### src/core_integration_pkg.sv
// constants shared by the processor-core integration wrapper
// Functional notes
// - exactly 37 peripheral interrupt lines reach core
// - interrupt line count field reads 00001
// - three implemented priority bits everywhere
// - tick reference is oscillator input divided by 32
// - tick calibration reload fixed at 0x9C4
// - no-reference and inexact flags read zero
// - core reset request triggers full system reset
// - core_signal_a unused; only interrupt or reset exits
// - auxiliary fault status always reads zero
// - event input and output left unconnected
// - deep-sleep indication unused, never granted
// - no exclusive-access monitor on data bus
// - trace leaves via trace pin and viewer
// - one trace data, one trace clock, viewer
// - debug port: probe clock, bidirectional data
// - watchdog stops while core halted by debugger
package core_integration_pkg;
  localparam int IRQ_COUNT = 37;
  localparam int IRQ_INDEX_W = 6;
  localparam logic [4:0] INTERRUPT_LINE_COUNT_VALUE = 5'h01;
  localparam int PRIORITY_BITS = 3;
  localparam int PRIORITY_FIELD_W = 8;
  localparam int PRIORITY_LSB = PRIORITY_FIELD_W - PRIORITY_BITS;
  localparam int TICK_REF_DIVIDE = 32;
  localparam logic [23:0] TICK_CAL_RELOAD = 24'h0009C4;
  localparam int TICK_CAL_INTERVAL_MS = 10;
  localparam int TICK_CAL_OSC_KHZ = 8000;
  localparam int CAL_NO_REF_POS = 31;
  localparam int CAL_INEXACT_POS = 30;
  localparam logic [31:0] AUX_FAULT_STATUS_VALUE = 32'h00000000;
  localparam int SYS_RESET_HOLD_CYCLES = 16;
  localparam int RESET_CNT_W = 5;
  localparam logic [RESET_CNT_W-1:0] RESET_CNT_RESET = 5'h00;
  localparam logic [PRIORITY_FIELD_W-1:0] PRIORITY_READ_RESET = 8'h00;
endpackage

### src/tick_reference_divider.sv
// divides the synchronised oscillator input into a tick reference pulse
module tick_reference_divider #(
  parameter int DIVIDE = core_integration_pkg::TICK_REF_DIVIDE
) (
  // clock and reset
  input wire logic i_core_clk,
  input wire logic i_srst,
  // oscillator level, already synchronised
  input wire logic i_osc_level,
  // one pulse per DIVIDE oscillator periods
  output logic o_tick_pulse
);
  import core_integration_pkg::*;
  localparam int CNT_W = $clog2(DIVIDE);
  localparam logic [CNT_W-1:0] CNT_LAST = CNT_W'(DIVIDE - 1);

  logic osc_prev_reg;
  logic [CNT_W-1:0] edge_cnt_reg;
  logic osc_rise;

  assign osc_rise = i_osc_level && !osc_prev_reg;

  always_ff @(posedge i_core_clk) begin
    if (i_srst) begin
      osc_prev_reg <= 1'b0;
    end else begin
      osc_prev_reg <= i_osc_level;
    end
  end

  // counts oscillator rising edges; pulse marks every DIVIDE-th one
  always_ff @(posedge i_core_clk) begin
    if (i_srst) begin
      edge_cnt_reg <= '0;
      o_tick_pulse <= 1'b0;
    end else begin
      o_tick_pulse <= osc_rise && (edge_cnt_reg == CNT_LAST);
      if (osc_rise) begin
        edge_cnt_reg <= (edge_cnt_reg == CNT_LAST) ? '0 : edge_cnt_reg + 1'b1;
      end
    end
  end

  // each oscillator edge needs at least two core cycles, so pulses are far apart
  a_tick_spacing: assert property (@(posedge i_core_clk) disable iff (i_srst)
    o_tick_pulse |=> !o_tick_pulse [*8])
    else $error("tick reference pulses too close together");
endmodule // tick_reference_divider

### src/core_integration_config.sv
// tie-offs and glue around the processor core: interrupts, tick, reset, debug, trace
module core_integration_config (
  // clock and reset
  input wire logic i_core_clk,
  input wire logic i_srst,
  // peripheral interrupt requests and the core's view of them
  input wire logic [core_integration_pkg::IRQ_COUNT-1:0] i_irq_lines,
  output logic [core_integration_pkg::IRQ_COUNT-1:0] o_core_irq,
  output logic [4:0] o_interrupt_line_count_field,
  // non-maskable interrupt pin
  input wire logic i_nmi_pin,
  output logic o_core_nmi,
  // priority field access from the core
  input wire logic i_prio_wr_en,
  input wire logic [core_integration_pkg::IRQ_INDEX_W-1:0] i_prio_wr_index,
  input wire logic [core_integration_pkg::PRIORITY_FIELD_W-1:0] i_prio_wr_data,
  input wire logic [core_integration_pkg::IRQ_INDEX_W-1:0] i_prio_rd_index,
  output logic [core_integration_pkg::PRIORITY_FIELD_W-1:0] o_prio_rd_data,
  // tick timer reference and calibration
  input wire logic i_high_speed_osc_input,
  output logic o_tick_ref_pulse,
  output logic [31:0] o_tick_calibration,
  // reset request and fixed core status
  input wire logic i_system_reset_request,
  output logic o_sys_reset,
  output logic [31:0] o_aux_fault_status,
  output logic o_core_event_in,
  output logic o_deep_sleep_grant,
  output logic o_exclusive_okay,
  // debug wire port
  input wire logic i_debug_wire_clock,
  input wire logic i_debug_data_in,
  output logic o_debug_data_out,
  output logic o_debug_data_oe,
  output logic o_core_debug_clock,
  output logic o_core_debug_data_in,
  input wire logic i_core_debug_data_out,
  input wire logic i_core_debug_data_oe,
  // trace from the core to the pins
  input wire logic i_core_trace_data,
  input wire logic i_core_viewer_data,
  output logic o_trace_data_pin,
  output logic o_trace_clock_pin,
  output logic o_serial_viewer_output,
  // debug halt and watchdog
  input wire logic i_core_halted,
  output logic o_watchdog_stop
);
  import core_integration_pkg::*;

  logic [PRIORITY_BITS-1:0] prio_mem [IRQ_COUNT];
  logic [1:0] osc_sync_reg;
  logic [1:0] nmi_sync_reg;
  logic [1:0] dbg_clk_sync_reg;
  logic [1:0] dbg_data_sync_reg;
  logic [RESET_CNT_W-1:0] reset_cnt_reg;
  logic trace_phase_reg;
  logic [IRQ_INDEX_W-1:0] wr_index_d_reg;
  logic [PRIORITY_BITS-1:0] wr_top_d_reg;
  logic wr_valid_d_reg;

  function automatic logic index_valid(input logic [IRQ_INDEX_W-1:0] idx);
    return idx < IRQ_INDEX_W'(IRQ_COUNT);
  endfunction

  // only the implemented top bits survive; the rest read back as zero
  function automatic logic [PRIORITY_FIELD_W-1:0] widen_priority(input logic [PRIORITY_BITS-1:0] top);
    return {top, {PRIORITY_LSB{1'b0}}};
  endfunction

  // fixed configuration values
  assign o_interrupt_line_count_field = INTERRUPT_LINE_COUNT_VALUE;
  assign o_aux_fault_status = AUX_FAULT_STATUS_VALUE;
  assign o_core_event_in = 1'b0;
  assign o_deep_sleep_grant = 1'b0;
  assign o_exclusive_okay = 1'b0;

  always_comb begin
    o_tick_calibration = {8'h00, TICK_CAL_RELOAD};
    o_tick_calibration[CAL_NO_REF_POS] = 1'b0;
    o_tick_calibration[CAL_INEXACT_POS] = 1'b0;
  end

  // interrupt lines come from same-clock peripherals; one register stage only
  always_ff @(posedge i_core_clk) begin
    if (i_srst) begin
      o_core_irq <= '0;
    end else begin
      o_core_irq <= i_irq_lines;
    end
  end

  // core_signal_a is not watched; the pin interrupt is the software-free way out
  always_ff @(posedge i_core_clk) begin
    if (i_srst) begin
      nmi_sync_reg <= 2'h0;
    end else begin
      nmi_sync_reg <= {nmi_sync_reg[0], i_nmi_pin};
    end
  end
  assign o_core_nmi = nmi_sync_reg[1];

  // priority storage keeps only the implemented bits
  always_ff @(posedge i_core_clk) begin
    if (i_srst) begin
      for (int i = 0; i < IRQ_COUNT; i++) begin
        prio_mem[i] <= '0;
      end
    end else if (i_prio_wr_en && index_valid(i_prio_wr_index)) begin
      prio_mem[i_prio_wr_index] <= i_prio_wr_data[PRIORITY_FIELD_W-1:PRIORITY_LSB];
    end
  end

  always_ff @(posedge i_core_clk) begin
    if (i_srst) begin
      o_prio_rd_data <= PRIORITY_READ_RESET;
    end else if (index_valid(i_prio_rd_index)) begin
      o_prio_rd_data <= widen_priority(prio_mem[i_prio_rd_index]);
    end else begin
      o_prio_rd_data <= PRIORITY_READ_RESET;
    end
  end

  // helper copy of the last write for checking
  always_ff @(posedge i_core_clk) begin
    if (i_srst) begin
      wr_valid_d_reg <= 1'b0;
      wr_index_d_reg <= '0;
      wr_top_d_reg <= '0;
    end else begin
      wr_valid_d_reg <= i_prio_wr_en && index_valid(i_prio_wr_index);
      wr_index_d_reg <= i_prio_wr_index;
      wr_top_d_reg <= i_prio_wr_data[PRIORITY_FIELD_W-1:PRIORITY_LSB];
    end
  end

  // oscillator pin is asynchronous to the core clock
  always_ff @(posedge i_core_clk) begin
    if (i_srst) begin
      osc_sync_reg <= 2'h0;
    end else begin
      osc_sync_reg <= {osc_sync_reg[0], i_high_speed_osc_input};
    end
  end

  tick_reference_divider #(
    .DIVIDE(TICK_REF_DIVIDE)
  ) u_tick_div (
    .i_core_clk(i_core_clk),
    .i_srst(i_srst),
    .i_osc_level(osc_sync_reg[1]),
    .o_tick_pulse(o_tick_ref_pulse)
  );

  // the request is stretched so the whole system sees a clean reset;
  // low-speed mode is not guarded here, software must keep clear of it
  always_ff @(posedge i_core_clk) begin
    if (i_srst) begin
      reset_cnt_reg <= RESET_CNT_RESET;
    end else if (i_system_reset_request && reset_cnt_reg == RESET_CNT_RESET) begin
      reset_cnt_reg <= RESET_CNT_W'(SYS_RESET_HOLD_CYCLES);
    end else if (reset_cnt_reg != RESET_CNT_RESET) begin
      reset_cnt_reg <= reset_cnt_reg - 1'b1;
    end
  end
  assign o_sys_reset = reset_cnt_reg != RESET_CNT_RESET;

  // probe clock and data are pins, so both pass two flip-flops
  always_ff @(posedge i_core_clk) begin
    if (i_srst) begin
      dbg_clk_sync_reg <= 2'h0;
      dbg_data_sync_reg <= 2'h0;
    end else begin
      dbg_clk_sync_reg <= {dbg_clk_sync_reg[0], i_debug_wire_clock};
      dbg_data_sync_reg <= {dbg_data_sync_reg[0], i_debug_data_in};
    end
  end
  assign o_core_debug_clock = dbg_clk_sync_reg[1];
  assign o_core_debug_data_in = dbg_data_sync_reg[1];

  always_ff @(posedge i_core_clk) begin
    if (i_srst) begin
      o_debug_data_out <= 1'b0;
      o_debug_data_oe <= 1'b0;
    end else begin
      o_debug_data_out <= i_core_debug_data_out;
      o_debug_data_oe <= i_core_debug_data_oe;
    end
  end

  // trace clock is the core clock halved; data changes on its falling edge
  always_ff @(posedge i_core_clk) begin
    if (i_srst) begin
      trace_phase_reg <= 1'b0;
      o_trace_data_pin <= 1'b0;
      o_serial_viewer_output <= 1'b0;
    end else begin
      trace_phase_reg <= !trace_phase_reg;
      if (trace_phase_reg) begin
        o_trace_data_pin <= i_core_trace_data;
      end
      o_serial_viewer_output <= i_core_viewer_data;
    end
  end
  assign o_trace_clock_pin = trace_phase_reg;

  always_ff @(posedge i_core_clk) begin
    if (i_srst) begin
      o_watchdog_stop <= 1'b0;
    end else begin
      o_watchdog_stop <= i_core_halted;
    end
  end

  a_irq_forward: assert property (@(posedge i_core_clk) disable iff (i_srst)
    1'b1 |=> o_core_irq == $past(i_irq_lines))
    else $error("interrupt lines not forwarded to core");

  a_line_count_fixed: assert property (@(posedge i_core_clk) disable iff (i_srst)
    o_interrupt_line_count_field == 5'h01 && ($past(i_srst) || o_core_irq == $past(i_irq_lines)))
    else $error("interrupt line count field wrong");

  a_prio_low_zero: assert property (@(posedge i_core_clk) disable iff (i_srst)
    o_prio_rd_data[PRIORITY_LSB-1:0] == '0)
    else $error("unimplemented priority bits not zero");

  a_prio_write_kept: assert property (@(posedge i_core_clk) disable iff (i_srst)
    wr_valid_d_reg && !i_prio_wr_en && i_prio_rd_index == wr_index_d_reg
    |=> o_prio_rd_data == widen_priority($past(wr_top_d_reg)))
    else $error("priority write not read back");

  a_cal_value: assert property (@(posedge i_core_clk) disable iff (i_srst)
    o_tick_calibration[23:0] == 24'h0009C4)
    else $error("calibration reload wrong");

  a_cal_flags_zero: assert property (@(posedge i_core_clk) disable iff (i_srst)
    !o_tick_calibration[CAL_NO_REF_POS] && !o_tick_calibration[CAL_INEXACT_POS])
    else $error("calibration flags not zero");

  a_reset_stretch: assert property (@(posedge i_core_clk) disable iff (i_srst)
    i_system_reset_request && !o_sys_reset |=> o_sys_reset [*8] ##1 o_sys_reset [*8] ##1 !o_sys_reset)
    else $error("system reset not held for the stretch length");

  a_aux_event_zero: assert property (@(posedge i_core_clk) disable iff (i_srst)
    o_aux_fault_status == 32'h00000000 && !o_core_event_in && !o_deep_sleep_grant)
    else $error("fixed core status not zero");

  a_debug_drive: assert property (@(posedge i_core_clk) disable iff (i_srst)
    1'b1 |=> o_debug_data_oe == $past(i_core_debug_data_oe) && o_debug_data_out == $past(i_core_debug_data_out))
    else $error("debug data pin not driven from core");

  a_trace_stable: assert property (@(posedge i_core_clk) disable iff (i_srst)
    !o_trace_clock_pin |=> $stable(o_trace_data_pin) && o_trace_clock_pin)
    else $error("trace data changed with trace clock high");

  a_watchdog_halt: assert property (@(posedge i_core_clk) disable iff (i_srst)
    i_core_halted [*2] |=> o_watchdog_stop && $past(o_watchdog_stop))
    else $error("watchdog not stopped while halted");
endmodule // core_integration_config

### config.mk
export PLATFORM = sky130hd
export DESIGN_NAME = core_integration_config
export DESIGN_NICKNAME = d
export VERILOG_FILES = /design/src/core_integration_pkg.sv /design/src/tick_reference_divider.sv /design/src/core_integration_config.sv
export SDC_FILE = /design/constraint.sdc
export NUM_CORES = 1
export LEC_CHECK = 0
export BUFFER_PORTS_ARGS = -buffer_cell sky130_fd_sc_hd__buf_2
export CAP_MARGIN = 20
export CORE_MARGIN = 10
export CORE_UTILIZATION = 58
export CTS_CLUSTER_DIAMETER = 50
export DETAILED_ROUTE_END_ITERATION = 16
export GPL_ROUTABILITY_DRIVEN = 0
export GPL_TIMING_DRIVEN = 0
export PLACE_DENSITY = 0.91
export SYNTH_ARGS = -nofsm -noshare
export SYNTH_HDL_FRONTEND = slang
export SYNTH_SLANG_ARGS = --single-unit
### constraint.sdc
create_clock -name i_core_clk -period 3.5 [get_ports i_core_clk]
set_clock_uncertainty 0.05 [all_clocks]
set_input_delay 0.525 -clock i_core_clk [delete_from_list [all_inputs] [get_ports i_core_clk]]
set_output_delay 0.525 -clock i_core_clk [all_outputs]
set_load 0.1 [all_outputs]
Word-level counts from Yosys, hierarchy flattened
Memory sizes are Yosys's and may differ from the RTL's. A register that Yosys moved wholly into a read port is not among the register bits.
Cells that the tools add are included.

operators by class
  reduce and logical (&&, ||, !) cells = 12
  equal/unequal tests = 1
  mux-type cells = 11
  bitwise gates (word level) = 1
  $add $sub $neg = 2
  $lt $le $gt $ge = 2

operator list
  cell                                              number
  2-to-1 mux 5 bit                                  3
  < comparator 6 bit, second input constant         2
  2-to-1 mux 1 bit                                  6
  2-to-1 mux 6 bit                                  1
  adder 5 x 1 -> 5 bit, second input constant       1
  == test 5 bit, second input constant              1
  zero test 5 bit                                   1
  nonzero test 5 bit                                1
  subtractor 5 x 1 -> 5 bit, second input constant  1
  logical AND 1 bit                                 4
  OR reduction 2 bit                                2
  2-to-1 mux 3 bit                                  1
  OR reduction 3 bit                                1
  zero test 1 bit                                   2
  nonzero test 2 bit                                1
  inverter 1 bit                                    1

storage, ports and cells
  logic and storage cells = 47
  memories kept = 1
  register bits = 68
  output and inout bits = 128
  bits in writable memories = 111

memories
  name      depth  width  read ports  clocked after Yosys merged registers in  wr ports  RTL line                       source
  prio_mem  37     3      1           1                                        37        core_integration_config.sv:51  logic [PRIORITY_BITS-1:0] prio_mem [IRQ_COUNT];

Logic depth before layout (Yosys ltp)
  depth in word-level cells = 7
  mapped depth = 8
  depth with buffers taken out = 6

Modules after synthesis
From an unflattened synthesis, not the netlist that was laid out.

second synthesis, totals
  cell total of the unflattened synthesis = 730
  area total of the unflattened synthesis = 9405.3 µm²

modules (own cells, without submodules)
  module                   cells an instance  area an instance (µm²)  times used  seq. area each (µm²)
  core_integration_config  700                9097.5                  1           5505.3
  tick_reference_divider   30                 307.8                   1           140.1

Worst setup path before layout
OpenSTA, ideal clock, no wires.

  path kind = input-to-reg
  start point = input port i_prio_wr_index[3] (netlist bit)
  end point = memory prio_mem[16][0] (enable)
  path buffers = 0
  setup slack = 1499 ps
  stages on the path = 4
  library setup time = 295 ps
  arrival = 1656 ps
  cell sequence = or3b_2 -> nand2b_4 -> nor4_1 -> or2_2

RTL lines
  what                RTL line                       source
  start: declaration  core_integration_config.sv:15  input wire logic [core_integration_pkg::IRQ_INDEX_W-1:0] i_prio_wr_index,
  end: declaration    core_integration_config.sv:51

Final worst setup path
  start point = register reset_cnt_reg[0]
  end point = output port o_sys_reset

between the ends
  word-level cells in the longest chain between the ends = 1

RTL lines
  what                      RTL line                        source
  start: declaration        core_integration_config.sv:56   logic [RESET_CNT_W-1:0] reset_cnt_reg;
  start signal: assignment  core_integration_config.sv:161  reset_cnt_reg <= RESET_CNT_W'(SYS_RESET_HOLD_CYCLES);
  start signal: assignment  core_integration_config.sv:163  reset_cnt_reg <= reset_cnt_reg - 1'b1;
  nonzero test 5 bit        core_integration_config.sv:166  assign o_sys_reset = reset_cnt_reg != RESET_CNT_RESET;
  end: declaration          core_integration_config.sv:25   output logic o_sys_reset,

No other way between the ends.

==> results.md <==
- Status: completed
- Total negative slack: 0 ns
- Layout cells sized above 1: 30.8%
- Starting density of the core: 59.6%
- Clk pin slew, worst setup/hold paths: 0.06 ns
- Synth area leader: edfxtp_1
- Worst slew margin: 52.4%
- CP max-delay cell: buf_2
- 1st-iter DRT viols: 562
- Static Leak: 4.89 nW
- Period utilization: 69.4%
- Core area: 15900 um^2
- Worst R2R End: u_tick_div.edge_cnt_reg[2]$_SDFFE_PP0P_
- CTS buffer count: 23
- Cell family with most CP delay: buffers and inverters
- Port Buffers: 109
- Buf+Inv Stages, Crit Path: 3
- Worst setup EP type: output port
- Core Util, Final: 72.1%
- Largest register by flop count: prio_mem
- CP cell instances: inv_1 > ha_1 > nand2_1 > nor2_1 > inv_1 > buf_2
- Peak supply drop: 424 uV
- Most frequent cells in the layout: 144 x edfxtp_1, 112 x buf_2, 110 x conb_1
- Clock buffer depth: 3
- CTS Root Cell: clkbuf_16
- Hold Path Cell Cnt: 2
- XOR/XNOR Fraction of Synth Area: 0.184%
- Worst Path Required: 2.92 ns
- Final ANT Viol Nets: 0
- Hold_ws: 0.162 ns
- Multiplexer share of the synthesized area: 10.4%
- Vias in the first global route: 6655
- Die area: 21900 um^2
- Worst-Margin Slew: 0.713 ns
- Count of final setup violators: 0
- Max Fclk: 411 MHz
- Area occupied by multi-input gates: 3450 um^2
- Final instance area: 11500 um^2
- Most frequent CP cell: inv_1
- Crit path DAT: 1.86 ns
- Worst-path fanout max: 6
- Final WL: 22.3 mm
- Synth Area in Compound Gates: 2.37%
- Tightest Hold Check Type: in2reg
- Worst skew pair latency: 0.52 ns
- Reg2Reg Setup Slack: 1.68 ns
- Row cnt: 46
- Initial antenna violation count: 0
- Avg Inst Size Synth: 13.1 um^2
- CP Class: reg2out
- Post-route DRC: 0
- Post-synthesis cell type count: 47
- Area contributors post-synth: edfxtp_1 46%, dfxtp_1 14%, and2_1 7.0%
- Post-synthesis instance total: 723
- Max-cap violations: 0
- Worst Hold End: dbg_data_sync_reg[0]$_SDFF_PP0_
- Commonest non-fill, non-tap cell in the layout: edfxtp_1
- Slew Viols, Final: 0
- GRT Util Overall: 20.2%
- Final Hold Viols: 0
- Placed standard-cell area: 10700 um^2
- Hold Startpoint: i_debug_data_in
- DPL Wire Length: 16.2 mm
- Largest family of logic cells by synthesized area: simple AND/OR/NAND/NOR gates
- Clock sink count: 210
- PwrDens: 566 nW/um^2
- Crit start category: flip-flop
- First-pass GRT wire length: 34.9 mm
- Largest net degree at the start of global routing: 22
- Post-CTS Setup Inserts: 0
- Area delta synth->final: 21.0%
- Largest regs: prio_mem: 144 flops, o_core_irq: 37 flops
- Final worst path period need: 2.43 ns
- Placed cell count: 1156
- FF/Latch Area: 5650 um^2
- Via Count: 6195
- Antenna Cells: 0
- Io pins: 198
- Die W: 148 um
- Vias/cell: 5.17
- Post-synth top area share: 45.5%
- Mapped cell area: 9500 um^2
- Worst r2r src: u_tick_div.edge_cnt_reg[0]$_SDFFE_PP0P_
- Die height: 148 um
- Post-CTS Resized: 0
- CTS tree: done
- Fill count: 1019
- Non-filler instance count after layout: 1198
- FF+latch count, synth: 210
- Max FFs per register: 144
- Post-Synth Simple-Gate Area: 18.7%
- Drt pass-1 iters: 5
- RSZ-0062 raised after global routing: no
- CP peak stage delay: 0.42 ns
- H-tree depth: 1
- Total grt overflow: 0
- WL/cell: 18.6 um
- Hold-fix buffers at CTS: 0
- Worst r2r path cells: 5
- Synth Warn #: 0
- Adder-Cell Fraction of Synth Area: 0.395%
- Seq/Total Area, Yosys: 59.5%
- Final #Nets: 1038
## worst max-delay path by stage
| stage | start | endpoint | slack, ns | cells after the start |
|---|---|---|---|---|
| after detailed placement | i_prio_wr_index[3] | prio_mem[4][0]$_SDFFCE_PN0P_ | 1.0 | 6 |
| after global routing | reset_cnt_reg[0]$_SDFFE_PP0P_ | o_sys_reset | 0.95 | 6 |
| after global placement | i_prio_wr_index[3] | prio_mem[4][1]$_SDFFCE_PN0P_ | 1.06 | 6 |
| final | reset_cnt_reg[0]$_SDFFE_PP0P_ | o_sys_reset | 1.07 | 6 |
| after CTS | reset_cnt_reg[0]$_SDFFE_PP0P_ | o_sys_reset | 1.04 | 6 |
| after floorplan | i_prio_wr_index[3] | prio_mem[16][0]$_SDFFCE_PN0P_ | 1.50 | 4 |
## synth_stat cells, drive strengths merged
cell,instances
xnor2,2
and3,9
buf,89
nor3b,3
clkbuf,26
nor4,3
nor2b,56
nand3,2
a22oi,8
o21ai,4
nor2,44
or3b,2
a31oi,4
o221ai,3
dfxtp,66
nand4,1
mux2i,10
nand3b,3
edfxtp,144
a211oi,4
o311a,1
and3b,1
nand2,13
inv,4
conb,2
o2111ai,1
or4,2
nand2b,7
mux4,33
a21oi,6
or2,36
or4b,1
nor3,12
a21o,2
and4,1
and2,107
mux2,8
ha,3
## stage by stage
stage | setup slack (ns) | power [mW]
6_report | 1.07 | 6.51
4_1_cts | 1.04 | 6.53
3_5_place_dp | 0.995 | 4.14
5_1_grt | 0.952 | 6.72
3_3_place_gp | 1.06 | 4.11
2_1_floorplan | 1.50 | 3.94
## layer usage
metal / track usage [%] / up-vias / share of wire, % / routed length (um)
met5: 0 / - / 0 / 0
met4: 7.93 / 0 / 3.4 / 748
met3: 6.72 / 63 / 11 / 2540
met2: 35.4 / 378 / 50 / 11100
met1: 22.1 / 2913 / 35 / 7890
li1: - / 2841 / - / -
## layout make-up
class | instances | area share (%)
Multi-Input combinational cell | 502 | 30.0
Clock buffer | 33 | 6.17
Buffer | 115 | 6.87
Sequential cell | 210 | 49.1
Tap cell | 216 | 2.35
Timing Repair Buffer | 109 | 4.75
Clock inverter | 9 | 0.566
Inverter | 4 | 0.131
## logic make-up after synthesis
kind of cell	Yosys count
adder cells (fa/ha/maj)	3
AO/OA/AOI/OAI	33
XOR/XNOR	2
flip-flops	210
multiplexers	51
buffers and inverters	119
AND/OR/NAND/NOR	303
other	2
## where the power goes
group	internal, mW	switching, mW
clock	1.42	0.971
sequential	2.81	0.0570
combinational	0.303	0.945
## worst register-to-register path, cell delays in order (launching register included)
cell and delay (ns):
dfxtp_1 0.35, ha_1 0.23, and3_1 0.19, ha_1 0.24, or4b_1 0.54, a21oi_1 0.16
Note: power is estimated with default switching activity, not from simulation.
